[src/core/tcc_pkg.sv]
// Shared constants, register map and carrier types of the capture/compare timer
package tcc_pkg;

	// ==========================================================
	// Register map (byte addresses, one aligned word each)
	localparam logic [7:0] OFS_CTRL   = 8'h00;
	localparam logic [7:0] OFS_IOCTL  = 8'h04;
	localparam logic [7:0] OFS_STATUS = 8'h08;
	localparam logic [7:0] OFS_IRQEN  = 8'h0C;
	localparam logic [7:0] OFS_COUNT  = 8'h10;
	localparam logic [7:0] OFS_GRA    = 8'h14;
	localparam logic [7:0] OFS_STRIDE = 8'h04;

	// ==========================================================
	// Control register fields
	localparam int unsigned CTRL_EN    = 0;
	localparam int unsigned CTRL_SRC   = 1;
	localparam int unsigned CTRL_CLR_A = 4;
	localparam int unsigned CTRL_BUF_A = 5;
	localparam int unsigned CTRL_BUF_B = 6;

	// Per-channel nibble of the I/O control register
	localparam int unsigned IOC_NIB  = 4;
	localparam int unsigned IOC_CAPT = 0;
	localparam int unsigned IOC_ACT  = 1;

	// Compare action / capture edge codes (two bits)
	localparam logic [1:0] ACT_LOW  = 2'h1;
	localparam logic [1:0] ACT_HIGH = 2'h2;
	localparam logic [1:0] ACT_TOG  = 2'h3;
	localparam int unsigned EDGE_RISE = 0;
	localparam int unsigned EDGE_FALL = 1;

	// ==========================================================
	// Count sources and power modes
	typedef enum logic [2:0] {
		SRC_PHI1   = 3'h0,
		SRC_PHI2   = 3'h1,
		SRC_PHI4   = 3'h2,
		SRC_PHI8   = 3'h3,
		SRC_SUB1   = 3'h4,
		SRC_SUB4   = 3'h5,
		SRC_SUB16  = 3'h6,
		SRC_EXTPIN = 3'h7
	} tcc_src_t;

	typedef enum logic [2:0] {
		PM_ACTIVE  = 3'h0,
		PM_SLEEP   = 3'h1,
		PM_SUBSLP  = 3'h3,
		PM_SUBACT  = 3'h2,
		PM_STANDBY = 3'h6
	} tcc_pmode_t;

	// Synchronised pin positions
	localparam int unsigned SYNC_W   = 6;
	localparam int unsigned SYNC_EXT = 4;
	localparam int unsigned SYNC_SUB = 5;

	// Prescaler taps
	localparam int unsigned PRE_DIV2  = 0;
	localparam int unsigned PRE_DIV4  = 1;
	localparam int unsigned PRE_DIV8  = 2;
	localparam int unsigned SUB_DIV4  = 1;
	localparam int unsigned SUB_DIV16 = 3;

	// ==========================================================
	// Carriers
	typedef struct packed {
		logic        wr;
		logic        rd;
		logic [7:0]  adr;
		logic [31:0] dat;
		logic [3:0]  sel;
	} tcc_req_t;

	typedef struct packed {
		logic        ack;
		logic [31:0] dat;
	} tcc_wbs_t;

	typedef struct packed {
		logic [15:0]      ctrl;
		logic [15:0]      ioc;
		logic [3:0]       flags;
		logic [3:0]       armed;
		logic [3:0]       irq_en;
		logic [15:0]      counter;
		logic [3:0][15:0] gr;
		logic [3:0]       pin_out;
		logic [3:0]       pin_oe;
		logic [2:0]       presc;
		logic [3:0]       sub_presc;
		logic             sub_prev;
		logic             sel_prev;
		logic [3:0]       pin_prev;
		logic             irq;
	} tcc_state_t;

	localparam tcc_state_t ST_RST = '0;
	localparam tcc_wbs_t   WBS_RST = '0;

endpackage

[src/core/tcc_timer.sv]
// Top of the 16-bit capture/compare timer with four general registers
// Notes on behaviour
// - Standby stops counting; system-clock sources also stop in subactive and subsleep.
// - Sub-clock and external sources keep counting in subactive and subsleep too.
// - No counting during oscillation stabilisation, whatever the source.
// - Counter clear in the write cycle beats the software write.
// - Software write to the counter beats a simultaneous increment.
// - Internal source switch from low to high counts as one rising edge.
// - Capture edge sets its flag even with counting disabled; interrupt if enabled.
// - Capture meeting a write to same register: written value kept, flag set.
// - Read during capture returns old value; new value readable next clock.
// - Buffered capture meeting a buffer write: buffer keeps written value.
// - Compare match meeting a register write: written value kept, pin changes.
// - Buffered compare meeting write to A or B: no transfer, pin changes.
// - Buffered compare meeting buffer write: A or B gets old buffer value.
// - Buffer registers C or D still drive their pins on own match.
// - Count may slip one step when entering subactive on slow sources.
// - Compare match fires when the counter leaves the matching value.
// - Flag clears only after read as one then written with zero.
// - Buffered capture moves old A into buffer, then counter into A.
`timescale 1ns/1ps
module tcc_timer (
	input  wire logic        clk,                      // System clock, 40 MHz
	input  wire logic        reset,                    // Asynchronous reset, active high
	input  wire logic        wb_cyc_i,                 // Wishbone cycle
	input  wire logic        wb_stb_i,                 // Wishbone strobe
	input  wire logic        wb_we_i,                  // Wishbone write enable
	input  wire logic [7:0]  wb_adr_i,                 // Wishbone byte address
	input  wire logic [31:0] wb_dat_i,                 // Wishbone write data
	input  wire logic [3:0]  wb_sel_i,                 // Wishbone byte lanes
	output logic      [31:0] wb_dat_o,                 // Wishbone read data
	output logic             wb_ack_o,                 // Wishbone acknowledge
	input  wire logic [2:0]  power_mode,               // Chip power mode
	input  wire logic        osc_stab,                 // Oscillator stabilisation interval
	input  wire logic        sub_clk,                  // Sub-clock, sampled as a pin
	input  wire logic        external_count_clock_pin, // External count clock
	input  wire logic [3:0]  capture_compare_pin_in,   // Pins a..d, input level
	output logic      [3:0]  capture_compare_pin_out,  // Pins a..d, output level
	output logic      [3:0]  capture_compare_pin_oe,   // Pins a..d, driven when high
	output logic             irq                       // Interrupt request
);
	// ==========================================================
	// Helpers
	function automatic logic [15:0] merge16(input logic [15:0] old, input logic [31:0] dat,
		input logic [3:0] sel);
		logic [15:0] v;
		v = old;
		if (sel[0]) begin
			v[7:0] = dat[7:0];
		end
		if (sel[1]) begin
			v[15:8] = dat[15:8];
		end
		return v;
	endfunction

	function automatic logic [7:0] gr_ofs(input int unsigned i);
		return tcc_pkg::OFS_GRA + 8'(i) * tcc_pkg::OFS_STRIDE;
	endfunction

	function automatic logic is_internal(input logic [2:0] src);
		return src <= tcc_pkg::SRC_PHI8;
	endfunction

	// ==========================================================
	// Bus front end and pin synchronisers
	tcc_pkg::tcc_req_t               req;
	logic [31:0]                     rdata;
	logic [tcc_pkg::SYNC_W-1:0]      lvl;

	tcc_wb_slave u_bus (
		.clk      (clk),
		.reset    (reset),
		.wb_cyc_i (wb_cyc_i),
		.wb_stb_i (wb_stb_i),
		.wb_we_i  (wb_we_i),
		.wb_adr_i (wb_adr_i),
		.wb_dat_i (wb_dat_i),
		.wb_sel_i (wb_sel_i),
		.rdata    (rdata),
		.wb_dat_o (wb_dat_o),
		.wb_ack_o (wb_ack_o),
		.req      (req)
	);

	// Pulses shorter than two system clocks may be lost here
	tcc_sync #(.W(tcc_pkg::SYNC_W)) u_sync (
		.clk   (clk),
		.reset (reset),
		.d     ({sub_clk, external_count_clock_pin, capture_compare_pin_in}),
		.q     (lvl)
	);

	// ==========================================================
	// State and per-cycle decisions
	tcc_pkg::tcc_state_t r;
	tcc_pkg::tcc_state_t n;
	logic [2:0]          src;
	logic                sel_lvl;
	logic                tick_raw;
	logic                mode_ok;
	logic                tick;
	logic                clr;
	logic                wr_cnt;
	logic [3:0]          wr_gr;
	logic [3:0]          cmp_mode;
	logic [3:0]          cm;
	logic [3:0]          cap;
	logic [3:0]          rise;
	logic [3:0]          fall;
	logic [3:0]          clr_mask;
	logic [1:0]          act;
	logic [1:0]          bufm;

	always_comb begin
		n = r;
		src = r.ctrl[tcc_pkg::CTRL_SRC +: 3];
		bufm = {r.ctrl[tcc_pkg::CTRL_BUF_B], r.ctrl[tcc_pkg::CTRL_BUF_A]};
		n.presc = r.presc + 3'h1;
		n.sub_prev = lvl[tcc_pkg::SYNC_SUB];
		if (lvl[tcc_pkg::SYNC_SUB] && !r.sub_prev) begin
			n.sub_presc = r.sub_presc + 4'h1;
		end

		// Source level; a switch that lands high is seen as an edge
		tick_raw = 1'b0;
		case (src)
			tcc_pkg::SRC_PHI1:   sel_lvl = 1'b1;
			tcc_pkg::SRC_PHI2:   sel_lvl = r.presc[tcc_pkg::PRE_DIV2];
			tcc_pkg::SRC_PHI4:   sel_lvl = r.presc[tcc_pkg::PRE_DIV4];
			tcc_pkg::SRC_PHI8:   sel_lvl = r.presc[tcc_pkg::PRE_DIV8];
			tcc_pkg::SRC_SUB1:   sel_lvl = lvl[tcc_pkg::SYNC_SUB];
			tcc_pkg::SRC_SUB4:   sel_lvl = r.sub_presc[tcc_pkg::SUB_DIV4];
			tcc_pkg::SRC_SUB16:  sel_lvl = r.sub_presc[tcc_pkg::SUB_DIV16];
			default:             sel_lvl = lvl[tcc_pkg::SYNC_EXT];
		endcase
		n.sel_prev = sel_lvl;
		if (src == tcc_pkg::SRC_PHI1) begin
			tick_raw = 1'b1;
		end else begin
			tick_raw = sel_lvl & ~r.sel_prev;
		end

		// Power gating: standby never counts, slow sources run in sub modes
		case (power_mode)
			tcc_pkg::PM_ACTIVE:  mode_ok = 1'b1;
			tcc_pkg::PM_SLEEP:   mode_ok = 1'b1;
			tcc_pkg::PM_SUBACT:  mode_ok = ~is_internal(src);
			tcc_pkg::PM_SUBSLP:  mode_ok = ~is_internal(src);
			default:             mode_ok = 1'b0;
		endcase
		// Stabilisation only holds the count, it never clears it
		tick = tick_raw & r.ctrl[tcc_pkg::CTRL_EN] & mode_ok & ~osc_stab;

		// Match is taken when the counter steps off the matching value
		for (int i = 0; i < 4; i++) begin
			cmp_mode[i] = ~r.ioc[i * tcc_pkg::IOC_NIB + tcc_pkg::IOC_CAPT];
			cm[i] = tick & cmp_mode[i] & (r.counter == r.gr[i]);
		end

		// Capture edges work even while counting is disabled
		n.pin_prev = lvl[3:0];
		rise = lvl[3:0] & ~r.pin_prev;
		fall = ~lvl[3:0] & r.pin_prev;
		for (int i = 0; i < 4; i++) begin
			act = r.ioc[i * tcc_pkg::IOC_NIB + tcc_pkg::IOC_ACT +: 2];
			cap[i] = ~cmp_mode[i] & ((act[tcc_pkg::EDGE_RISE] & rise[i]) | (act[tcc_pkg::EDGE_FALL] & fall[i]));
		end
		// A buffer register does not capture on its own pin
		cap[2] = cap[2] & ~bufm[0];
		cap[3] = cap[3] & ~bufm[1];

		// Counter: clear beats write, write beats increment
		wr_cnt = req.wr & (req.adr == tcc_pkg::OFS_COUNT);
		clr = cm[0] & r.ctrl[tcc_pkg::CTRL_CLR_A];
		if (clr) begin
			n.counter = '0;
		end else if (wr_cnt) begin
			n.counter = merge16(r.counter, req.dat, req.sel);
		end else if (tick) begin
			n.counter = r.counter + 16'h0001;
		end

		// General registers: events first, then buffer moves, writes last
		for (int i = 0; i < 4; i++) begin
			wr_gr[i] = req.wr & (req.adr == gr_ofs(i));
			if (cap[i]) begin
				n.gr[i] = r.counter;
			end
		end
		for (int i = 0; i < 2; i++) begin
			if (bufm[i] && cap[i]) begin
				n.gr[i + 2] = r.gr[i];
			end
			if (bufm[i] && cm[i]) begin
				n.gr[i] = r.gr[i + 2]; // Old buffer value
			end
		end
		for (int i = 0; i < 4; i++) begin
			if (wr_gr[i]) begin
				n.gr[i] = merge16(r.gr[i], req.dat, req.sel);
			end
		end

		// Compare outputs change even when the register is being written
		for (int i = 0; i < 4; i++) begin
			act = r.ioc[i * tcc_pkg::IOC_NIB + tcc_pkg::IOC_ACT +: 2];
			n.pin_oe[i] = cmp_mode[i];
			if (cm[i]) begin
				case (act)
					tcc_pkg::ACT_LOW:  n.pin_out[i] = 1'b0;
					tcc_pkg::ACT_HIGH: n.pin_out[i] = 1'b1;
					tcc_pkg::ACT_TOG:  n.pin_out[i] = ~r.pin_out[i];
					default:           n.pin_out[i] = r.pin_out[i];
				endcase
			end
		end

		// Flags: read arms, zero write clears an armed bit, a new event wins
		clr_mask = '0;
		if (req.rd && req.adr == tcc_pkg::OFS_STATUS) begin
			n.armed = r.flags;
		end
		if (req.wr && req.adr == tcc_pkg::OFS_STATUS && req.sel[0]) begin
			clr_mask = r.armed & ~req.dat[3:0];
			n.armed = '0;
		end
		n.flags = (r.flags & ~clr_mask) | cm | cap;

		// Plain control registers
		if (req.wr && req.adr == tcc_pkg::OFS_CTRL) begin
			n.ctrl = merge16(r.ctrl, req.dat, req.sel);
		end
		if (req.wr && req.adr == tcc_pkg::OFS_IOCTL) begin
			n.ioc = merge16(r.ioc, req.dat, req.sel);
		end
		if (req.wr && req.adr == tcc_pkg::OFS_IRQEN && req.sel[0]) begin
			n.irq_en = req.dat[3:0];
		end
		n.irq = |(n.flags & n.irq_en);

		// Read mux sees the values before this cycle's updates
		case (req.adr)
			tcc_pkg::OFS_CTRL:   rdata = {16'h0000, r.ctrl};
			tcc_pkg::OFS_IOCTL:  rdata = {16'h0000, r.ioc};
			tcc_pkg::OFS_STATUS: rdata = {28'h0000000, r.flags};
			tcc_pkg::OFS_IRQEN:  rdata = {28'h0000000, r.irq_en};
			tcc_pkg::OFS_COUNT:  rdata = {16'h0000, r.counter};
			gr_ofs(0):           rdata = {16'h0000, r.gr[0]};
			gr_ofs(1):           rdata = {16'h0000, r.gr[1]};
			gr_ofs(2):           rdata = {16'h0000, r.gr[2]};
			gr_ofs(3):           rdata = {16'h0000, r.gr[3]};
			default:             rdata = 32'h00000000;
		endcase
	end

	always_ff @(posedge clk or posedge reset) begin
		if (reset) begin
			r <= tcc_pkg::ST_RST;
		end else begin
			r <= n;
		end
	end

	assign capture_compare_pin_out = r.pin_out;
	assign capture_compare_pin_oe = r.pin_oe;
	assign irq = r.irq;

	// ==========================================================
	// Checks
	standby_hold_a: assert property (@(posedge clk) disable iff (reset)
		(power_mode == tcc_pkg::PM_STANDBY) && !wr_cnt |=> r.counter == $past(r.counter))
		else $error("counter moved in standby");

	sub_count_a: assert property (@(posedge clk) disable iff (reset)
		(power_mode == tcc_pkg::PM_SUBACT) && !is_internal(src) && tick_raw && !osc_stab
		&& r.ctrl[tcc_pkg::CTRL_EN] && !wr_cnt && !clr |=> r.counter == $past(r.counter) + 16'h0001)
		else $error("slow source did not count in subactive");

	osc_hold_a: assert property (@(posedge clk) disable iff (reset)
		osc_stab && !wr_cnt && !clr |=> r.counter == $past(r.counter))
		else $error("counter moved during stabilisation");

	clear_wins_a: assert property (@(posedge clk) disable iff (reset)
		cm[0] && r.ctrl[tcc_pkg::CTRL_CLR_A] && wr_cnt |=> r.counter == 16'h0000)
		else $error("write beat a counter clear");

	write_wins_a: assert property (@(posedge clk) disable iff (reset)
		wr_cnt && tick && !clr && (req.sel[1:0] == 2'h3) |=> r.counter == $past(req.dat[15:0]))
		else $error("increment beat a counter write");

	capt_flag_a: assert property (@(posedge clk) disable iff (reset)
		cap[0] |=> r.flags[0] && (r.irq || !r.irq_en[0]))
		else $error("capture did not set its flag");

	capt_write_a: assert property (@(posedge clk) disable iff (reset)
		cap[1] && wr_gr[1] && (req.sel[1:0] == 2'h3) |=> r.gr[1] == $past(req.dat[15:0]) && r.flags[1])
		else $error("capture overrode a register write");

	read_old_a: assert property (@(posedge clk) disable iff (reset)
		req.rd && (req.adr == tcc_pkg::OFS_GRA) && cap[0] |=> wb_dat_o[15:0] == $past(r.gr[0]))
		else $error("read during capture did not return old value");

	cmp_toggle_a: assert property (@(posedge clk) disable iff (reset)
		cm[2] && (r.ioc[2 * tcc_pkg::IOC_NIB + tcc_pkg::IOC_ACT +: 2] == tcc_pkg::ACT_TOG)
		|=> capture_compare_pin_out[2] != $past(capture_compare_pin_out[2]))
		else $error("compare match did not toggle the pin");

	buf_move_a: assert property (@(posedge clk) disable iff (reset)
		bufm[0] && cm[0] && !wr_gr[0] |=> r.gr[0] == $past(r.gr[2]))
		else $error("buffered compare did not move the old buffer value");

	flag_keep_a: assert property (@(posedge clk) disable iff (reset)
		r.flags[3] && !r.armed[3] |=> r.flags[3])
		else $error("flag cleared without an arming read");
endmodule

[src/core/tcc_sync.sv]
// Three-stage pin synchroniser with agreement filter
`timescale 1ns/1ps
module tcc_sync #(
	parameter int unsigned W = 1
) (
	input  wire logic         clk,   // System clock
	input  wire logic         reset, // Asynchronous reset, active high
	input  wire logic [W-1:0] d,     // Raw asynchronous inputs
	output logic      [W-1:0] q      // Filtered levels
);
	// ==========================================================
	// State
	typedef struct packed {
		logic [W-1:0] s1;
		logic [W-1:0] s2;
		logic [W-1:0] s3;
		logic [W-1:0] lvl;
	} tcc_sync_st_t;

	tcc_sync_st_t r;
	tcc_sync_st_t n;

	// A level only moves once stages two and three agree
	always_comb begin
		n = r;
		n.s1 = d;
		n.s2 = r.s1;
		n.s3 = r.s2;
		for (int i = 0; i < W; i++) begin
			if (r.s2[i] == r.s3[i]) begin
				n.lvl[i] = r.s3[i];
			end
		end
	end

	always_ff @(posedge clk or posedge reset) begin
		if (reset) begin
			r <= '0;
		end else begin
			r <= n;
		end
	end

	assign q = r.lvl;
endmodule

[src/core/tcc_wb_slave.sv]
// Classic Wishbone slave front end: one access strobe, registered ack and data
`timescale 1ns/1ps
module tcc_wb_slave (
	input  wire logic             clk,      // System clock
	input  wire logic             reset,    // Asynchronous reset, active high
	input  wire logic             wb_cyc_i, // Bus cycle
	input  wire logic             wb_stb_i, // Strobe
	input  wire logic             wb_we_i,  // Write enable
	input  wire logic [7:0]       wb_adr_i, // Byte address
	input  wire logic [31:0]      wb_dat_i, // Write data
	input  wire logic [3:0]       wb_sel_i, // Byte lanes
	input  wire logic [31:0]      rdata,    // Read data of the addressed register
	output logic      [31:0]      wb_dat_o, // Registered read data
	output logic                  wb_ack_o, // Registered acknowledge
	output tcc_pkg::tcc_req_t     req       // One-cycle access to the core
);
	tcc_pkg::tcc_wbs_t r;
	tcc_pkg::tcc_wbs_t n;
	logic              go;

	// Access is taken once; ack high blocks a second take of the same request
	always_comb begin
		go = wb_cyc_i & wb_stb_i & ~r.ack;
		n.ack = go;
		n.dat = go && !wb_we_i ? rdata : r.dat;
		req.wr = go & wb_we_i;
		req.rd = go & ~wb_we_i;
		req.adr = wb_adr_i;
		req.dat = wb_dat_i;
		req.sel = wb_sel_i;
	end

	always_ff @(posedge clk or posedge reset) begin
		if (reset) begin
			r <= tcc_pkg::WBS_RST;
		end else begin
			r <= n;
		end
	end

	assign wb_ack_o = r.ack;
	assign wb_dat_o = r.dat;
endmodule

[config.mk]
export PLATFORM = sky130hd
export DESIGN_NAME = tcc_timer
export DESIGN_NICKNAME = d
export VERILOG_FILES = /design/src/core/tcc_pkg.sv /design/src/core/tcc_timer.sv /design/src/core/tcc_sync.sv /design/src/core/tcc_wb_slave.sv
export SDC_FILE = /design/constraint.sdc
export NUM_CORES = 1
export LEC_CHECK = 0
export ABC_CLOCK_PERIOD_IN_PS = 5550
export BUFFER_PORTS_ARGS = -buffer_cell sky130_fd_sc_hd__buf_2
export CAP_MARGIN = 10
export CORE_ASPECT_RATIO = 0.9
export CORE_MARGIN = 3
export CORE_UTILIZATION = 40
export DETAILED_ROUTE_END_ITERATION = 16
export HOLD_SLACK_MARGIN = 0.12
export SLEW_MARGIN = 20
export SYNTH_ARGS = -nofsm -noshare
export SYNTH_HDL_FRONTEND = slang
export SYNTH_HIERARCHICAL = 1
export SYNTH_SLANG_ARGS = --single-unit
[constraint.sdc]
create_clock -name clk -period 5.55 [get_ports clk]
set_input_delay 0.2775 -clock clk [delete_from_list [all_inputs] [get_ports clk]]
set_output_delay 0.2775 -clock clk [all_outputs]
set_load 0.02 [all_outputs]
==> impl_metrics.yaml <==
global_routing:
  grt_pass1_vias: 8445
  grt_usage: 0.2198
  grt_antenna_before_repair: 0
  grt_pass1_wl_um: 52390
  grt_max_degree: 95
  grt_overflow: 0
die:
  die_h_um: 166.7
  pin_count: 101
  die-width_um: 184.6
  dieArea_um2: 30780
  rows: 58
  initial_core_util: 0.4089
  coreArea_um2: 28080
sta:
  fin_setup_tns_ns: 0
  rsz0062_at_grt: "no"
  fmax_ghz: 0.2945
  setup_slack_ns: 2.155
  tightest_slew_ns: 1.139
  hold_viol_final: 0
  finalCritPeriodShare: 0.6118
  slew-limit-headroom: 0.2356
  finClkSkew_ns: 0.02020
  period_needed_ns: 3.395
  setup_viol: 0
  finalMaxSlewViolations: 0
place:
  io_buffers: 81
  dp_hpwl_um: 23700
  place_congestion: 0.9290
  place_ws_ns: 2.217
  dp.cells: 1451
critical_path:
  r2r-start: "r[131]"
  reg2reg_slack_ns: 2.15
  reg2reg_to: "r[46]"
  crit_top_cell: "a31oi_2"
  required_ns: 5.96
  end_kind: "flip-flop"
  arrival_ns: 3.80
  path_max_fanout: 17
  cp-start-kind: "flip-flop"
  slowest_delay_ns: 0.69
  critPathKind: "reg2reg"
  r2r_cells: 7
  cp_cell_sequence: "nand2b_4, a211o_1, a31oi_2, nand4_4, a21boi_2, a31oi_2, mux2_2"
  crit_path_top_delay_cell: "a31oi_2"
pwr:
  irDropWorstVdd_mv: 0.1834
  pwr_density_cell_nw_per_um2: 284.9
  total_power_mw: 3.644
  leakage_nw: 6.011
clock_network:
  cts.path.max_buffers: 3
  cts_resized: 0
  cts.clk_slew.worst_paths_ns: 0.06
  htree_num_levels: 1
  post_cts_buffers: 0
  cts_buffers: 24
  cts_root_buf: "clkbuf_16"
  tritoncts: "done"
  numClockSinks: 203
  insertion_delay_ns: 0.54
logic_synthesis:
  syn_inst: 1092
  netlist_area_um2: 11480
  synth_warnings: 6
  syn_area_per_cell_um2: 10.52
routing:
  drtIter0Drc: 907
  dr.pass1.iters: 5
  wl_um: 34070
  drcViolationCount: 0
  wire_per_inst_um: 22.64
  via_per_inst: 5.879
  num_vias: 8848
  antenna_left: 0
hold_path:
  hold-path-endpoint: "r[129]"
  hold_start: "wb_dat_i[15]"
  min_path_type: "in2reg"
  hold_depth: 2
flow_run:
  maxCapViolCount: 0
final_layout:
  final_cells: 1505
  diodes: 0
  drive_gt1_frac: 0.2306
  final_core_util: 0.4554
  areaGrowthSynthToFinish_pct: 11.38
  final_nets: 1192
status:
  outcome: "completed"
per-stage QoR:
stage	hold WS, ns	cell area [um^2]
after floorplan	0.2921	11540
after global placement	0.3321	11800
after detailed placement	0.3370	11800
after CTS	0.1336	12790
after global routing	0.1502	12790
final	0.1656	12790
worst max-delay path: cells and delay by family, from the launching register on:
family / cells / cell delay, ns
and+or+nand+nor: 2 / 0.80
muxes: 1 / 0.37
DFF: 1 / 0.48
AOI/OAI and AO/OA: 4 / 1.60
registers in the layout (all words and copies together), names as in the netlist:
name,count
act,2
bufm,2
u_sync/q,6
irq,1
u_bus/wb_dat_o,32
u_bus/wb_ack_o,1
capture_compare_pin_out,4
capture_compare_pin_oe,4
u_sync/r,6
r,133
u_sync/n,12
what timing repair did:
item,CTS,global route
setup endpoints to repair,0,0
hold buffers,13,0
hold endpoints to repair,163,0
layout make-up:
| type | count | area, um^2 |
|---|---|---|
| clock buffer | 28 | 645.6 |
| timing repair buffer | 114 | 685.7 |
| fill | 2626 | 15290 |
| inverter | 17 | 68.82 |
| sequential | 203 | 5080 |
| clock inverter | 13 | 210.2 |
| multi-input combinational | 770 | 5649 |
| tap | 360 | 450.4 |
placed cells by master, fill, tap and decap left out, types with 4 or more instances in the layout:
master and count:
buf_2 81, a21oi_1 41, o21ai_0 48, bufinv_16 5, and3_1 9, a211oi_1 10, a222oi_1 16, buf_4 20
o31ai_1 7, inv_1 16, a22oi_1 51, nor3_1 13, mux2_2 68, nand3b_1 8, maj3_2 6, nand3_1 33
nor2_1 63, dfrtp_1 203, mux2i_1 65, mux2_4 29, xnor2_1 31, nand2_1 91, a21o_1 24, xor2_1 37
clkinv_2 4, nand4_1 12, nand2b_1 4, nor4_1 12, a221oi_1 4, conb_1 16, o211ai_1 4, and2_1 4
dlygate4sd3_1 13, clkbuf_16 24, a22o_1 10
power breakdown:
| part | switching [mW] | total (mW) | internal (mW) |
|---|---|---|---|
| Clock | 0.654 | 1.72 | 1.06 |
| Sequential | 0.0680 | 1.63 | 1.56 |
| Combinational | 0.171 | 0.302 | 0.131 |
| Total | 0.892 | 3.64 | 2.75 |
worst max-delay path by stage:
stage,startpoint,endpoint,slack (ns),cells after the start
2_1_floorplan,reset,act[0],1.35,1
3_3_place_gp,r[131],r[48],2.24,7
3_5_place_dp,wb_adr_i[1],r[80],2.22,8
6_report,r[131],r[46],2.15,7
4_1_cts,r[131],r[46],2.21,7
5_1_grt,r[131],r[46],2.01,7
routing by layer:
| layer | part of all wire | wire length, um | global-route usage |
|---|---|---|---|
| met1 | 0.47 | 15890 | 0.3446 |
| met2 | 0.42 | 14200 | 0.3094 |
| met3 | 0.093 | 3182 | 0.04215 |
| met4 | 0.023 | 797 | 0.05422 |
| met5 | 0 | 0 | 0 |
Note: power is estimated with default switching activity, not from simulation.
